`src/rtl/rfsq_pkg.sv`:
```
// Constants for the receive flow size-based first-buffer queue select.
// Assumes a word-wide register port and a 40 MHz system clock.
package rfsq_pkg;

   // Geometry
   localparam int NUM_FLOWS = 4;
   localparam int FLOW_W = 2;
   localparam int ADDR_W = 12;
   localparam int DATA_W = 32;
   localparam int LEN_W = 22;
   localparam int THR_W = 16;
   localparam int QM_W = 2;
   localparam int QN_W = 12;
   localparam int EN_W = 3;
   localparam int BR_W = 2;
   localparam int THR_SHIFT = 5;

   // Register offsets within one flow, the flow stride and region, the base of the per-flow enable registers and the status address
   localparam logic [ADDR_W-1:0] FLOW_STRIDE = 12'h020;
   localparam logic [ADDR_W-1:0] FLOW_REGION = 12'h080;
   localparam logic [ADDR_W-1:0] OFS_SIZE0_QUEUE = 12'h00C;
   localparam logic [ADDR_W-1:0] OFS_LOW_THRESH = 12'h014;
   localparam logic [ADDR_W-1:0] OFS_UPPER_SIZE1 = 12'h018;
   localparam logic [ADDR_W-1:0] OFS_SIZE2_SIZE3 = 12'h01C;
   localparam logic [ADDR_W-1:0] OFS_THRESH_EN = 12'h100;
   localparam logic [ADDR_W-1:0] OFS_SELECT_STATUS = 12'h200;

   // Field positions (least significant bit of each field)
   localparam int HI_THR_LSB = 16;
   localparam int LO_THR_LSB = 0;
   localparam int HI_QM_LSB = 28;
   localparam int HI_QN_LSB = 16;
   localparam int LO_QM_LSB = 12;
   localparam int LO_QN_LSB = 0;
   localparam int STAT_BR_LSB = 16;
   localparam int EN_LOW_BIT = 0;
   localparam int EN_MID_BIT = 1;
   localparam int EN_UPPER_BIT = 2;

   // Reset values
   localparam logic [THR_W-1:0] THR_RST = 16'h0000;
   localparam logic [QM_W-1:0] QM_RST = 2'h0;
   localparam logic [QN_W-1:0] QN_RST = 12'h000;
   localparam logic [EN_W-1:0] EN_RST = 3'h0;
   localparam logic [DATA_W-1:0] RDATA_RST = 32'h0000_0000;

   // Size brackets
   typedef enum logic [BR_W-1:0] {
      RFSQ_BR0 = 2'h0,
      RFSQ_BR1 = 2'h1,
      RFSQ_BR2 = 2'h2,
      RFSQ_BR3 = 2'h3
   } rfsq_bracket_t;

endpackage

```
`src/rtl/rfsq_select.sv`:
```
// Per-flow size thresholds, bracket queue registers and the start-of-packet
// free queue selection for the receive DMA port.
// Assumes a one-cycle register port master and a receive port that asks for
// one selection at a time; all inputs are synchronous to mclk.
//
// Operation
// - The upper threshold is shifted left five places before it is compared with the packet length.
// - A length above the middle threshold and at most the scaled upper threshold takes the size-2 queue pair.
// - Reserved bits of both flow registers read as zero and ignore writes.
// - Register G holds the size-1 queue manager index and queue number in its low half.
// - Register H holds the size-2 queue manager index and queue number in its high half.
// - A length that fits no enabled threshold takes the size-3 queue pair from the low half of H.
// - Registers G and H of flow N sit at 0x018 and 0x01C plus 32 times N.
// - Threshold and queue fields are write-only and reset to zero, reserved bits are read-only.
// - The threshold and bracket queue fields are an optional feature that may be left out.
// - A length at most the scaled lowest threshold takes the size-0 queue pair.
// - With thresholds disabled the first buffer always comes from the size-0 queue pair.
// - A length above the scaled lowest and at most the scaled middle threshold takes the size-1 pair.
//
// The implementer's own choice: the address-and-strobe port.
`timescale 1ns/1ps

module rfsq_select
   import rfsq_pkg::*;
#(
   parameter bit SIZE_SEL_PRESENT = 1'b1
) (
   input wire logic mclk,
   input wire logic sys_rst,
   input wire logic [ADDR_W-1:0] reg_addr,
   input wire logic [DATA_W-1:0] reg_wdata,
   input wire logic reg_wr,
   input wire logic reg_rd,
   output logic [DATA_W-1:0] reg_rdata,
   input wire logic sel_req,
   input wire logic [FLOW_W-1:0] sel_flow,
   input wire logic [LEN_W-1:0] sel_pkt_len,
   output logic sel_valid,
   output logic [BR_W-1:0] sel_bracket,
   output logic [QM_W-1:0] sel_queue_manager,
   output logic [QN_W-1:0] sel_queue_number
);

   ////////////////////////////////////////////////////////////////////////////
   // Decode and arithmetic helpers

   // A flow register hit: inside the flow region and at the word offset
   function automatic logic fn_flow_hit(input logic [ADDR_W-1:0] addr,
                                        input logic [ADDR_W-1:0] ofs);
      fn_flow_hit = (addr < FLOW_REGION) && (addr[4:0] == ofs[4:0]);
   endfunction

   function automatic logic [FLOW_W-1:0] fn_flow_idx(
      input logic [ADDR_W-1:0] addr);
      fn_flow_idx = addr[FLOW_W+4:5];
   endfunction

   function automatic logic fn_en_hit(input logic [ADDR_W-1:0] addr);
      fn_en_hit = (addr[ADDR_W-1:4] == OFS_THRESH_EN[ADDR_W-1:4]) &&
                  (addr[1:0] == 2'h0);
   endfunction

   // Thresholds count 32-byte units
   function automatic logic [LEN_W-1:0] fn_scale(input logic [THR_W-1:0] t);
      fn_scale = LEN_W'(t) << THR_SHIFT;
   endfunction

   ////////////////////////////////////////////////////////////////////////////
   // Storage

   logic [THR_W-1:0] thr0_ff [NUM_FLOWS];
   logic [THR_W-1:0] thr1_ff [NUM_FLOWS];
   logic [THR_W-1:0] thr2_ff [NUM_FLOWS];
   logic [QM_W-1:0] qm0_ff [NUM_FLOWS];
   logic [QN_W-1:0] qn0_ff [NUM_FLOWS];
   logic [QM_W-1:0] qm1_ff [NUM_FLOWS];
   logic [QN_W-1:0] qn1_ff [NUM_FLOWS];
   logic [QM_W-1:0] qm2_ff [NUM_FLOWS];
   logic [QN_W-1:0] qn2_ff [NUM_FLOWS];
   logic [QM_W-1:0] qm3_ff [NUM_FLOWS];
   logic [QN_W-1:0] qn3_ff [NUM_FLOWS];
   logic [EN_W-1:0] en_ff [NUM_FLOWS];
   logic [DATA_W-1:0] rdata_ff;
   logic [DATA_W-1:0] nxt_rdata;
   logic sel_valid_ff;
   logic [BR_W-1:0] sel_bracket_ff;
   logic [QM_W-1:0] sel_qm_ff;
   logic [QN_W-1:0] sel_qn_ff;
   rfsq_bracket_t nxt_bracket;
   logic [QM_W-1:0] nxt_qm;
   logic [QN_W-1:0] nxt_qn;
   logic [FLOW_W-1:0] widx;
   logic wr_d;
   logic wr_f;
   logic wr_g;
   logic wr_h;
   logic wr_en;

   assign widx = fn_flow_idx(reg_addr);
   assign wr_d = reg_wr && fn_flow_hit(reg_addr, OFS_SIZE0_QUEUE);
   assign wr_f = reg_wr && fn_flow_hit(reg_addr, OFS_LOW_THRESH);
   // Without the optional feature, G and H swallow writes
   assign wr_g = reg_wr && SIZE_SEL_PRESENT &&
                 fn_flow_hit(reg_addr, OFS_UPPER_SIZE1);
   assign wr_h = reg_wr && SIZE_SEL_PRESENT &&
                 fn_flow_hit(reg_addr, OFS_SIZE2_SIZE3);
   assign wr_en = reg_wr && fn_en_hit(reg_addr);

   ////////////////////////////////////////////////////////////////////////////
   // Threshold registers

   always_ff @(posedge mclk or posedge sys_rst) begin
      if (sys_rst) begin
         for (int i = 0; i < NUM_FLOWS; i++) begin
            thr0_ff[i] <= THR_RST;
            thr1_ff[i] <= THR_RST;
            thr2_ff[i] <= THR_RST;
         end
      end else begin
         if (wr_f) begin
            thr0_ff[widx] <= reg_wdata[HI_THR_LSB +: THR_W];
            thr1_ff[widx] <= reg_wdata[LO_THR_LSB +: THR_W];
         end
         if (wr_g) begin
            thr2_ff[widx] <= reg_wdata[HI_THR_LSB +: THR_W];
         end
      end
   end

   ////////////////////////////////////////////////////////////////////////////
   // Bracket queue registers; reserved bits are simply never stored

   always_ff @(posedge mclk or posedge sys_rst) begin
      if (sys_rst) begin
         for (int i = 0; i < NUM_FLOWS; i++) begin
            qm0_ff[i] <= QM_RST;
            qn0_ff[i] <= QN_RST;
            qm1_ff[i] <= QM_RST;
            qn1_ff[i] <= QN_RST;
            qm2_ff[i] <= QM_RST;
            qn2_ff[i] <= QN_RST;
            qm3_ff[i] <= QM_RST;
            qn3_ff[i] <= QN_RST;
         end
      end else begin
         if (wr_d) begin
            qm0_ff[widx] <= reg_wdata[HI_QM_LSB +: QM_W];
            qn0_ff[widx] <= reg_wdata[HI_QN_LSB +: QN_W];
         end
         if (wr_g) begin
            qm1_ff[widx] <= reg_wdata[LO_QM_LSB +: QM_W];
            qn1_ff[widx] <= reg_wdata[LO_QN_LSB +: QN_W];
         end
         if (wr_h) begin
            qm2_ff[widx] <= reg_wdata[HI_QM_LSB +: QM_W];
            qn2_ff[widx] <= reg_wdata[HI_QN_LSB +: QN_W];
            qm3_ff[widx] <= reg_wdata[LO_QM_LSB +: QM_W];
            qn3_ff[widx] <= reg_wdata[LO_QN_LSB +: QN_W];
         end
      end
   end

   ////////////////////////////////////////////////////////////////////////////
   // Threshold enables

   always_ff @(posedge mclk or posedge sys_rst) begin
      if (sys_rst) begin
         for (int i = 0; i < NUM_FLOWS; i++) begin
            en_ff[i] <= EN_RST;
         end
      end else if (wr_en) begin
         en_ff[reg_addr[3:2]] <= reg_wdata[EN_W-1:0];
      end
   end

   ////////////////////////////////////////////////////////////////////////////
   // Read path: write-only fields and reserved bits return zero

   always_comb begin
      nxt_rdata = RDATA_RST;
      if (fn_en_hit(reg_addr)) begin
         nxt_rdata[EN_W-1:0] = en_ff[reg_addr[3:2]];
      end else if (reg_addr == OFS_SELECT_STATUS) begin
         nxt_rdata[STAT_BR_LSB +: BR_W] = sel_bracket_ff;
         nxt_rdata[LO_QM_LSB +: QM_W] = sel_qm_ff;
         nxt_rdata[LO_QN_LSB +: QN_W] = sel_qn_ff;
      end
   end

   // Data stand only in the cycle after the strobe
   always_ff @(posedge mclk or posedge sys_rst) begin
      if (sys_rst) begin
         rdata_ff <= RDATA_RST;
      end else if (reg_rd) begin
         rdata_ff <= nxt_rdata;
      end else begin
         rdata_ff <= RDATA_RST;
      end
   end

   assign reg_rdata = rdata_ff;

   ////////////////////////////////////////////////////////////////////////////
   // Bracket choice
   // Thresholds are static while channels are off, so the compare is done
   // straight off the registers without a shadow copy.

   always_comb begin
      nxt_bracket = RFSQ_BR0;
      if (SIZE_SEL_PRESENT && (en_ff[sel_flow] != EN_RST)) begin
         if (en_ff[sel_flow][EN_LOW_BIT] &&
             (sel_pkt_len <= fn_scale(thr0_ff[sel_flow]))) begin
            nxt_bracket = RFSQ_BR0;
         end else if (en_ff[sel_flow][EN_MID_BIT] &&
                  (sel_pkt_len <= fn_scale(thr1_ff[sel_flow]))) begin
            nxt_bracket = RFSQ_BR1;
         end else if (en_ff[sel_flow][EN_UPPER_BIT] &&
                  (sel_pkt_len <= fn_scale(thr2_ff[sel_flow]))) begin
            nxt_bracket = RFSQ_BR2;
         end else begin
            nxt_bracket = RFSQ_BR3;
         end
      end
   end

   always_comb begin
      case (nxt_bracket)
         RFSQ_BR0: begin
            nxt_qm = qm0_ff[sel_flow];
            nxt_qn = qn0_ff[sel_flow];
         end
         RFSQ_BR1: begin
            nxt_qm = qm1_ff[sel_flow];
            nxt_qn = qn1_ff[sel_flow];
         end
         RFSQ_BR2: begin
            nxt_qm = qm2_ff[sel_flow];
            nxt_qn = qn2_ff[sel_flow];
         end
         RFSQ_BR3: begin
            nxt_qm = qm3_ff[sel_flow];
            nxt_qn = qn3_ff[sel_flow];
         end
         default: begin
            nxt_qm = QM_RST;
            nxt_qn = QN_RST;
         end
      endcase
   end

   ////////////////////////////////////////////////////////////////////////////
   // Selection answer; the queue fields hold until the next request

   always_ff @(posedge mclk or posedge sys_rst) begin
      if (sys_rst) begin
         sel_valid_ff <= 1'b0;
      end else begin
         sel_valid_ff <= sel_req;
      end
   end

   always_ff @(posedge mclk or posedge sys_rst) begin
      if (sys_rst) begin
         sel_bracket_ff <= RFSQ_BR0;
         sel_qm_ff <= QM_RST;
         sel_qn_ff <= QN_RST;
      end else if (sel_req) begin
         sel_bracket_ff <= nxt_bracket;
         sel_qm_ff <= nxt_qm;
         sel_qn_ff <= nxt_qn;
      end
   end

   assign sel_valid = sel_valid_ff;
   assign sel_bracket = sel_bracket_ff;
   assign sel_queue_manager = sel_qm_ff;
   assign sel_queue_number = sel_qn_ff;

   ////////////////////////////////////////////////////////////////////////////
   // Checks

   logic [LEN_W-1:0] chk_len_ff;
   logic [FLOW_W-1:0] chk_flow_ff;
   logic [FLOW_W-1:0] chk_widx_ff;
   logic [DATA_W-1:0] chk_wdata_ff;
   logic chk_rd_gh_ff;

   always_ff @(posedge mclk or posedge sys_rst) begin
      if (sys_rst) begin
         chk_len_ff <= '0;
         chk_flow_ff <= '0;
         chk_widx_ff <= '0;
         chk_wdata_ff <= '0;
         chk_rd_gh_ff <= 1'b0;
      end else begin
         if (sel_req) begin
            chk_len_ff <= sel_pkt_len;
            chk_flow_ff <= sel_flow;
         end
         chk_widx_ff <= widx;
         chk_wdata_ff <= reg_wdata;
         chk_rd_gh_ff <= reg_rd &&
                         (fn_flow_hit(reg_addr, OFS_UPPER_SIZE1) ||
                          fn_flow_hit(reg_addr, OFS_SIZE2_SIZE3));
      end
   end
endmodule

```
`config.mk`:
```
export PLATFORM = sky130hd
export DESIGN_NAME = rfsq_select
export DESIGN_NICKNAME = d
export VERILOG_FILES = /design/src/rtl/rfsq_pkg.sv /design/src/rtl/rfsq_select.sv
export SDC_FILE = /design/constraint.sdc
export NUM_CORES = 1
export LEC_CHECK = 0
export BUFFER_PORTS_ARGS = -buffer_cell sky130_fd_sc_hd__buf_2
export CORE_AREA = 2 2 226 228
export CTS_BUF_LIST = sky130_fd_sc_hd__clkbuf_4
export CTS_CLUSTER_DIAMETER = 150
export DETAILED_ROUTE_END_ITERATION = 16
export DIE_AREA = 0 0 228 230
export HOLD_SLACK_MARGIN = 0.1
export SYNTH_ARGS = -nofsm -noshare
export SYNTH_HDL_FRONTEND = slang
export SYNTH_SLANG_ARGS = --single-unit
```
`constraint.sdc`:
```
create_clock -name mclk -period 42.2 [get_ports mclk]
set_input_delay 6.33 -clock mclk [delete_from_list [all_inputs] [get_ports mclk]]
set_output_delay 6.33 -clock mclk [all_outputs]
set_load 0.01 [all_outputs]
```
==> key figures, run 1 <==
Worst setup path
  – Worst R2R Setup Slack: 38490 ps
  – Critical Path Source Type: input pin
  – Critical Path AT: 10900 ps
  – Worst reg2reg path endpoint: sel_queue_manager[1]$_DFFE_PP0P_
  – RR Startpoint: thr0_ff[15]$_DFFE_PP0P_
  – Worst setup EP type: flop
  – Critical path type: input pin to flop
  – Peak fanout along the critical path: 45
  – CP required: around 43000 ps
  – R2R depth: 10

Detailed routing
  – Top Layer Used: met4
  – DR iter-0 viols: ~960
  – Routed len/inst: 23.32 um
  – DRC viols: 0
  – DR WL met2: approximately 28000 um
  – Length of routed met3 wiring: 2419 um
  – DRT antenna net count: 0
  – Routed WL: 56490 um
  – First-pass iteration count of the detailed router: 5
  – Vias: 13610
  – Drt via density: 5.620
  – Met1 wire length: 24690 um

Yosys
  – Post-synthesis sequential element count: approximately 460
  – Synthesized area: 0.02222 mm^2
  – Predominant post-synthesis flop cell: dfrtp_1
  – Post-Synthesis Cells: 1509
  – Synth warn: 0
  – FFs w/ async S/R, synth: 100.0%
  – Library cells used by synthesis: 60
  – Post-synth EDFFs: 0
  – Seq/Total Area, Yosys: 51.93%
  – Mapped Avg Cell Area: 14.72 um^2

Global routing
  – Largest net degree at the start of global routing: roughly 180
  – Number of global-route vias before repair: 14500
  – GRT Residual Overflow: 0
  – Total track usage: 22.27%
  – Initial antenna violation count: 5
  – First-pass GRT wire length: approximately 87000 um

Die
  – Die height: roughly 230 um
  – Core area: around 0.05 mm^2
  – Die ar.: 0.05244 mm^2
  – Row Count: 82
  – IO Count: between 100 and 150
  – Die Width: 228 um
  – Initial Utilization: 44.55%

Clocking
  – Total CTS buffers: 130
  – CTS tree: done
  – Hold-fix buffers, CTS: 0
  – Worst-skew pair later-pin latency: 970 ps
  – Post-cts resize count: 0
  – Max clock buf depth: 3
  – CTS Root Cell: clkbuf_4
  – Sink Count: 461
  – Clock-pin slew on the worst setup and hold paths: about 60 ps
  – CTS H-tree depth: 4
  – Postcts setup bufs: 0

Worst hold path
  – Hold Path Class: flop to flop
  – Hold EP: thr2_ff[59]$_DFFE_PP0P_
  – Hold Path Origin: thr2_ff[59]$_DFFE_PP0P_
  – Hold Crit Depth: 1

Layout
  – Area Overhead vs Synth: 11.93%
  – Nets: about 1800
  – Final non-filler cell total: 2422
  – Fraction of layout cells with a size suffix above 1: 51.32%
  – Fillers: 4395

Timing
  – Final worst-path cycle share: 23.71%
  – Final Slew Violations: 0
  – Setup TNS: 0 ps
  – Slew headroom: a little over a fifth
  – Setup violators final: 0
  – Clock Skew: 35.11 ps
  – Final Hold Fails: 0
  – Final Critical Period: 10010 ps
  – RSZ-0062 raised after global routing: false
  – FMAX: 99.94 MHz
  – Least-Margin Pin Slew: 1172 ps

Flow run
  – Maximum Capacitance Violations: 0

Placement
  – GPL Wtd Cong: just over 0.8
  – Port bufs: between 100 and 150
  – Dpl cells: 2196
  – DP HPWL: 35000 um

Power and ir drop
  – Peak VDD IR: 0.00001993 V
  – Pwr/cell area: 36.50 mW/mm^2
  – Pleak: 12.25 nW

Outcome
  – Status: finished, final reports clean
-- cell usage in the layout, fill, tap and decap left out, types with 16 or more instances in the layout --
cell type	instances
mux4_2	109
clkbuf_4	193
dfrtp_1	461
ha_1	48
nand3b_1	16
mux2_2	417
conb_1	16
nand2_1	54
inv_1	51
buf_4	25
buf_2	103
nand2b_1	17
o21ai_0	16
-- worst max-delay path, cell delays in order --
cell and delay [ps]:
buf_6 550, buf_4 740, mux4_2 580, inv_1 70, ha_1 160, nand4_1 120, nor4_1 470, o31ai_1 140
a41o_1 330, mux2i_4 460, and2_1 640, a31o_2 260
-- report_power, final --
group | internal, W | switching [W] | leakage [nW]
Combinational | 0.0000139 | 0.0000336 | 4.83
Clock | 0.000226 | 0.000189 | 0.987
Sequential | 0.000444 | 0.00000129 | 6.43
Total | 0.000684 | 0.000224 | 12.3
-- kinds of logic after synthesis --
logic type | count (synthesis) | synth area share (%)
adder cells (fa/ha/maj) | 48 | 2.703
flip-flops | 461 | 51.93
multiplexers | 555 | 33.62
other | 1 | 0.01688
AO/OA/AOI/OAI | 101 | 3.447
AND/OR/NAND/NOR | 161 | 4.128
buffers and inverters | 182 | 4.151
-- layout make-up --
class,instances,area (um^2),share of cell area [%]
Clock inverter,25,178.9,0.7196
Clock buffer,193,1449,5.827
Timing Repair Buffer,130,734.5,2.954
Tap cell,672,840.8,3.381
Antenna cell,8,20.02,0.08051
Multi-Input combinational cell,881,9903,39.83
Inverter,52,202.7,0.8152
Sequential cell,461,11540,46.39
-- synthesized netlist by cell type, types with 16 or more instances --
master      n  share of area [%]
buf_2      35               0.79
nand2_1    54               0.91
clkbuf_1   50               0.84
mux2_2    417                 21
buf_4      30                1.0
inv_1      52               0.88
o21ai_0    17               0.38
mux4_2    109                 11
dfrtp_1   461                 52
nand2b_1   17               0.48
nand3b_1   16               0.54
ha_1       48                2.7
-- state kept, by name, summed over array words and instances (netlist names) --
name,cells
reg_rdata,16
qn3_ff,48
qm2_ff,8
sel_valid,1
thr2_ff,64
en_ff,12
qm0_ff,8
thr1_ff,64
qn1_ff,48
sel_bracket,2
thr0_ff,64
qm3_ff,8
sel_queue_number,12
qm1_ff,8
qn2_ff,48
sel_queue_manager,2
qn0_ff,48
-- how the worst max path moves through the flow --
stage	end	cells past startpoint	from
3_5_place_dp	sel_queue_number[10]$_DFFE_PP0P_	12	sel_flow[0]
5_1_grt	sel_queue_number[1]$_DFFE_PP0P_	12	sel_flow[0]
3_3_place_gp	sel_queue_number[8]$_DFFE_PP0P_	12	sel_flow[0]
4_1_cts	sel_queue_number[11]$_DFFE_PP0P_	12	sel_flow[0]
2_1_floorplan	en_ff[0]$_DFFE_PP0P_	1	sys_rst
6_report	sel_queue_manager[1]$_DFFE_PP0P_	12	sel_flow[0]
-- metal layers --
layer  vias to the layer above  GRT usage (%)
met5                         -              0
met4                         0          9.988
met3                        92          5.060
met2                       334          35.73
met1                      7280          29.03
li1                       5906              -
-- through the flow --
step / hold WS (ps) / setup WS, ps / util (%) / cell area, um^2 / power [W]
floorplan: 453.2 / 23020 / - / 22270 / 0.0004845
global placement: 463.1 / 31250 / 46.56 / 23220 / 0.0005007
detailed placement: 475.0 / 31170 / 46.56 / 23220 / 0.0005017
CTS: 488.6 / 32250 / 49.83 / 24850 / 0.0009227
global route: 503.1 / 31820 / 49.86 / 24860 / 0.0009532
finish: 485.4 / 32190 / 49.87 / 24870 / 0.0009075
Power figures use the tool's default switching activity.
==> run 2, diff against run 1 <==
clock period = 9.25 ns   (was 42.2 ns; I/O delays follow)
==> run 2 against run 1 <==
Net effect:
- design area is 0.29% higher
- largest cell class unchanged
- sequential share of layout area is 0.14 points lower
- count of clock-buffer cells in the layout is 3 higher
==> key figures, run 2 (synthesis results as in run 1) <==
Detailed routing
  – Routed len/inst: 23.31 um (about the same)
  – DR iter-0 viols: 849 (-11%)
  – First-pass iteration count of the detailed router: 5 (unchanged)
  – Routed WL: 56540 um (about the same)
  – DR WL met2: 27520 um (-0.47%)
  – Met1 wire length: 24730 um (+0.16%)
  – Length of routed met3 wiring: 3293 um (+36%)
  – Top Layer Used: met4
  – Drt via density: 5.642 (+0.38%)
  – Vias: 13680 (+0.51%)
  – DRC viols: 0 (unchanged)
  – DRT antenna net count: 0 (unchanged)

Timing
  – FMAX: 213.4 MHz
  – Slew headroom: 15.55% (-6.4 points)
  – Final Slew Violations: 0 (unchanged)
  – Final Hold Fails: 0 (unchanged)
  – Final worst-path cycle share: between 50% and 60%
  – Clock Skew: 43.40 ps (+8.287 ps)
  – Setup violators final: 0 (unchanged)
  – Least-Margin Pin Slew: 1267 ps (+95.28 ps)
  – Final Critical Period: 4685 ps
  – Fin worst setup slack: 4565 ps (-27630 ps)
  – Setup TNS: 0 ps (unchanged)
  – RSZ-0062 raised after global routing: false

Power and ir drop
  – Pleak: 12.28 nW (+0.22%)
  – Peak VDD IR: 0.00009721 V (+390%)
  – Final Power: 0.004217 W (+360%)
  – Pwr/cell area: 169.1 mW/mm^2 (+360%)

Placement
  – GPL Wtd Cong: 0.7982 (-2.4%)
  – Port bufs: 105 (unchanged)
  – Dpl cells: 2194 (-0.091%)
  – Pre-CTS setup slack: 3738 ps (-27430 ps)
  – DP HPWL: 35350 um (+1.0%)

Worst setup path
  – Peak fanout along the critical path: 43 (-4.4%)
  – Worst setup EP type: flop
  – CP required: 10080 ps (-33010 ps)
  – Critical path type: input pin to flop
  – Critical Path Source Type: input pin
  – Critical Path AT: 5510 ps (-5390 ps)

Layout
  – Regs by FF count: thr0_ff: 64 flops, thr1_ff: 64 flops, thr2_ff: 64 flops
  – Fraction of layout cells with a size suffix above 1: 51.20% (-0.12 points)
  – Most common cell after layout, fill and taps aside: dfrtp_1
  – Final non-filler cell total: 2425 (+0.12%)
  – Area Overhead vs Synth: 12.26%
  – Most frequent cells in the layout: dfrtp_1 (461), mux2_2 (417), clkbuf_4 (196)
  – Nets: 1775 (-0.11%)

Clocking
  – Postcts setup bufs: 0 (unchanged)
  – CTS tree: done
  – CTS Root Cell: clkbuf_4
  – Post-cts resize count: 0 (unchanged)
  – CTS H-tree depth: 4 (unchanged)
  – Sink Count: 461 (unchanged)
  – Hold-fix buffers, CTS: 0 (unchanged)
  – Max clock buf depth: 3 (unchanged)
  – Worst-skew pair later-pin latency: 930 ps (-40 ps)
  – Clock-pin slew on the worst setup and hold paths: 50 ps (about the same)
  – Total CTS buffers: 130 (unchanged)

Die
  – Die Width: 228 um (unchanged)
  – Die ar.: 0.05244 mm^2 (unchanged)
  – IO Count: 122 (unchanged)
  – Row Count: 82 (unchanged)
  – Core area: 0.04986 mm^2 (unchanged)
  – Initial Utilization: 44.55% (unchanged)
  – Die height: 230 um (unchanged)

Global routing
  – First-pass GRT wire length: 87290 um (+0.11%)
  – GRT Residual Overflow: 0 (unchanged)
  – Initial antenna violation count: 4 (-1)
  – Largest net degree at the start of global routing: 192 (+9.7%)
  – Total track usage: 22.24% (-0.023 points)
  – Number of global-route vias before repair: 14520 (+0.15%)

Flow run
  – Maximum Capacitance Violations: 0 (unchanged)

Worst hold path
  – Hold Path Class: flop to flop

Outcome
  – Status: finished, final reports clean
==> run 2: changes by cell type in the layout (fill, tap and decap cells not counted), sizes merged <==
cell / before / now
bufinv: 3 / 5
clkinv: 14 / 17
buf: 130 / 128
diode: 8 / 7
clkbuf: 193 / 196
inv: 59 / 57
==> run 2: final cells by class <==
class | instances | area, um^2
clock inverter | 28 | 237.7
sequential | 461 | 11540
antenna | 7 | 17.52
tap | 672 | 840.8
inverter | 52 | 198.9
timing repair buffer | 128 | 732.0
multi-input combinational | 881 | 9903
fill | 4389 | 24930
clock buffer | 196 | 1471
==> run 2: metrics by stage <==
step / hold WS, ps / utilization [%] / cell area, um^2
after global placement: 462.3 / 46.55 / 23210
after CTS: 486.7 / 49.98 / 24920
after detailed placement: 474.3 / 46.55 / 23210
after floorplan: 453.2 / - / 22280
final: 486.1 / 50.01 / 24940
after global routing: 506.3 / 50.00 / 24930
==> run 2: worst max-delay path: stages <==
cell	delay [ps]
buf_4	530
buf_4	510
mux4_2	280
inv_1	50
ha_1	280
nand4_1	100
nor4_1	420
o31ai_1	150
a41o_1	330
mux2i_4	460
and2_1	660
a31o_2	260
==> run 2: worst paths after layout <==
kind	from	cells past startpoint	endpoint	slack, ps
max in group asynchronous	sys_rst	4	qn0_ff[35]$_DFFE_PP0P_	6270
max	sel_flow[1]	12	sel_queue_number[8]$_DFFE_PP0P_	4560
min reg2reg	thr1_ff[36]$_DFFE_PP0P_	1	thr1_ff[36]$_DFFE_PP0P_	490
min in group asynchronous	sys_rst	2	reg_rdata[1]$_DFF_PP0_	630
max reg2reg	thr0_ff[14]$_DFFE_PP0P_	10	sel_queue_number[8]$_DFFE_PP0P_	5540
min	thr1_ff[36]$_DFFE_PP0P_	1	thr1_ff[36]$_DFFE_PP0P_	490
==> run 2: per-layer routing <==
metal  track usage (%)  vias up
li1                  -     5927
met1             29.55     7288
met5                 0        -
met4             8.313        0
met2             35.31      393
met3             5.754       73
==> run 2: power by group <==
part	switching, W	internal, W
registers	0.00000569	0.00203
logic	0.000154	0.0000641
clock network	0.000868	0.00110
==> run 3, diff against run 2 <==
clock period = 4.2 ns   (was 9.25 ns; I/O delays follow)
==> run 3 against run 2 <==
Net effect:
- combinational power is 130% higher
- clock skew is 17 ps higher
- flip-flop and latch count unchanged
- critical path type is now flop to flop
- highest routed layer is now met5
==> key figures, run 3 (synthesis results as in run 1) <==
Outcome
  – Status: finished, final reports clean

Clocking
  – Sink Count: 461 (unchanged)
  – CTS Root Cell: clkbuf_4
  – Post-cts resize count: 0 (unchanged)
  – CTS H-tree depth: 3 (-1)
  – Clock-pin slew on the worst setup and hold paths: 70 ps (+20 ps)
  – Total CTS buffers: 121 (-6.9%)
  – Max clock buf depth: 3 (unchanged)
  – Worst-skew pair later-pin latency: 870 ps (-60 ps)
  – CTS tree: done
  – Postcts setup bufs: 0 (unchanged)

Global routing
  – Number of global-route vias before repair: 14520 (-0.041%)
  – Total track usage: 22.00% (-0.25 points)
  – Largest net degree at the start of global routing: 121 (-37%)
  – GRT Residual Overflow: 0 (unchanged)
  – First-pass GRT wire length: 87740 um (+0.51%)
  – Initial antenna violation count: 4 (unchanged)

Timing
  – Least-Margin Pin Slew: 1296 ps (+29.45 ps)
  – Final Hold Fails: 0 (unchanged)
  – Setup violators final: 0 (unchanged)
  – Clock Skew: 60.62 ps (+17.22 ps)
  – Final Critical Period: 3317 ps
  – RSZ-0062 raised after global routing: false
  – Final worst-path cycle share: 78.99%
  – Fin worst setup slack: 882.6 ps (-3682 ps)
  – Hold Worst Slack: 203.5 ps (-282.5 ps)
  – Slew headroom: 13.58% (-2.0 points)
  – FMAX: 301.4 MHz
  – Final Slew Violations: 0 (unchanged)

Placement
  – DP HPWL: 37040 um (+4.8%)
  – GPL Wtd Cong: 0.8135 (+1.9%)
  – Port bufs: 105 (unchanged)
  – Dpl cells: 2214 (+0.91%)
  – Pre-CTS setup slack: 128.2 ps (-3609 ps)
  – Placed inst area: 0.02347 mm^2 (+1.1%)

Worst setup path
  – Peak fanout along the critical path: 29 (-33%)
  – Worst setup EP type: flop
  – Top Family by Delay on Critical Path: compound AO/OA/AOI/OAI gates
  – CP required: 4900 ps (-5180 ps)
  – Worst path slowest cell: a2111oi_0
  – Worst Path Buf+Inv: 2 (-1)
  – Critical Path AT: 4020 ps (-1490 ps)
  – Critical Path Source Type: flop
  – Crit-path cells: mux4_2, inv_1, ha_1, and4b_1, a2111oi_0, a31oi_2, buf_4, nand2_1, mux2i_1, a211o_1, a31o_2
  – Worst R2R Setup Slack: 880 ps (-4660 ps)
  – Crit-path max cell delay: 700 ps (+40 ps)
  – Critical path type: flop to flop

Detailed routing
  – DR WL met2: 27150 um (-1.4%)
  – DR iter-0 viols: 772 (-9.1%)
  – Routed WL: 55890 um (-1.1%)
  – DRT antenna net count: 0 (unchanged)
  – Vias: 13520 (-1.2%)
  – First-pass iteration count of the detailed router: 5 (unchanged)
  – Top Layer Used: met5
  – Drt via density: 5.526 (-2.1%)
  – Met1 wire length: 25100 um (+1.5%)
  – Length of routed met3 wiring: 2158 um (-34%)
  – Routed len/inst: 22.84 um (-2.0%)
  – DRC viols: 0 (unchanged)

Die
  – Die height: 230 um (unchanged)
  – Row Count: 82 (unchanged)
  – Initial Utilization: 44.55% (unchanged)
  – Core area: 0.04986 mm^2 (unchanged)
  – Die Width: 228 um (unchanged)
  – Die ar.: 0.05244 mm^2 (unchanged)
  – IO Count: 122 (unchanged)

Flow run
  – Maximum Capacitance Violations: 0 (unchanged)

Layout
  – Most common cell after layout, fill and taps aside: dfrtp_1
  – Fin util: 50.46% (+0.44 points)
  – Nets: 1792 (+0.96%)
  – Fraction of layout cells with a size suffix above 1: 50.96% (-0.24 points)
  – Area Overhead vs Synth: 13.25%
  – Fillers: 4384 (-0.11%)
  – Final Cell Area: 0.02516 mm^2 (+0.89%)
  – Final non-filler cell total: 2447 (+0.91%)
  – Most frequent cells in the layout: dfrtp_1 (461), mux2_2 (417), clkbuf_4 (190)
  – Regs by FF count: thr0_ff: 64 flops, thr1_ff: 64 flops, thr2_ff: 64 flops

Power and ir drop
  – Pleak: 12.37 nW (+0.74%)
  – Pwr/cell area: 358.2 mW/mm^2 (+110%)
  – Peak VDD IR: 0.0001624 V (+67%)

Worst hold path
  – Hold Path Class: input pin to flop
==> run 3: what timing repair did <==
action / in CTS / in global routing
endpoints found under the setup margin: 0 / 0
hold buffers: 6 / 0
endpoints found under the hold margin: 95 / 0
==> run 3: final timing paths <==
| check | depth (start not counted) | to | start |
|---|---|---|---|
| worst max-delay path | 11 | sel_queue_number[9]$_DFFE_PP0P_ | thr2_ff[15]$_DFFE_PP0P_ |
| worst min-delay path | 2 | thr1_ff[36]$_DFFE_PP0P_ | reg_wdata[4] |
| worst max register to register | 11 | sel_queue_number[9]$_DFFE_PP0P_ | thr2_ff[15]$_DFFE_PP0P_ |
| worst min register to register | 1 | thr1_ff[40]$_DFFE_PP0P_ | thr1_ff[40]$_DFFE_PP0P_ |
| max in group asynchronous | 5 | qn3_ff[32]$_DFFE_PP0P_ | sys_rst |
| min in group asynchronous | 3 | thr1_ff[48]$_DFFE_PP0P_ | sys_rst |
==> run 3: through the flow <==
step / TNS, ps / total power [W]
2_1_floorplan: -1230400 / 0.004871
3_3_place_gp: 0 / 0.005054
3_5_place_dp: 0 / 0.005062
4_1_cts: 0 / 0.009157
5_1_grt: 0 / 0.009465
6_report: 0 / 0.009012
==> run 3: layer usage <==
layer  global-route usage (%)  up-vias
li1                         -     5955
met1                    29.32     7175
met2                    35.67      287
met3                    4.898      101
met4                    7.659        4
met5                        0        -
==> run 3: final cells by class <==
class | instances | area, um^2 | area share [%]
Multi-Input combinational cell | 881 | 9903 | 39.36
Clock buffer | 190 | 1426 | 5.669
Timing Repair Buffer | 154 | 1055 | 4.192
Antenna cell | 3 | 7.507 | 0.02984
Tap cell | 672 | 840.8 | 3.342
Clock inverter | 34 | 191.4 | 0.7609
Sequential cell | 461 | 11540 | 45.85
Inverter | 52 | 198.9 | 0.7907
==> run 3: report_power, final <==
group	leakage [nW]	internal, W	switching (W)	total, W
Sequential	6.43	0.00446	0.0000133	0.00447
Combinational	4.98	0.000162	0.000340	0.000503
Clock	0.957	0.00217	0.00187	0.00404
Total	12.4	0.00679	0.00222	0.00901
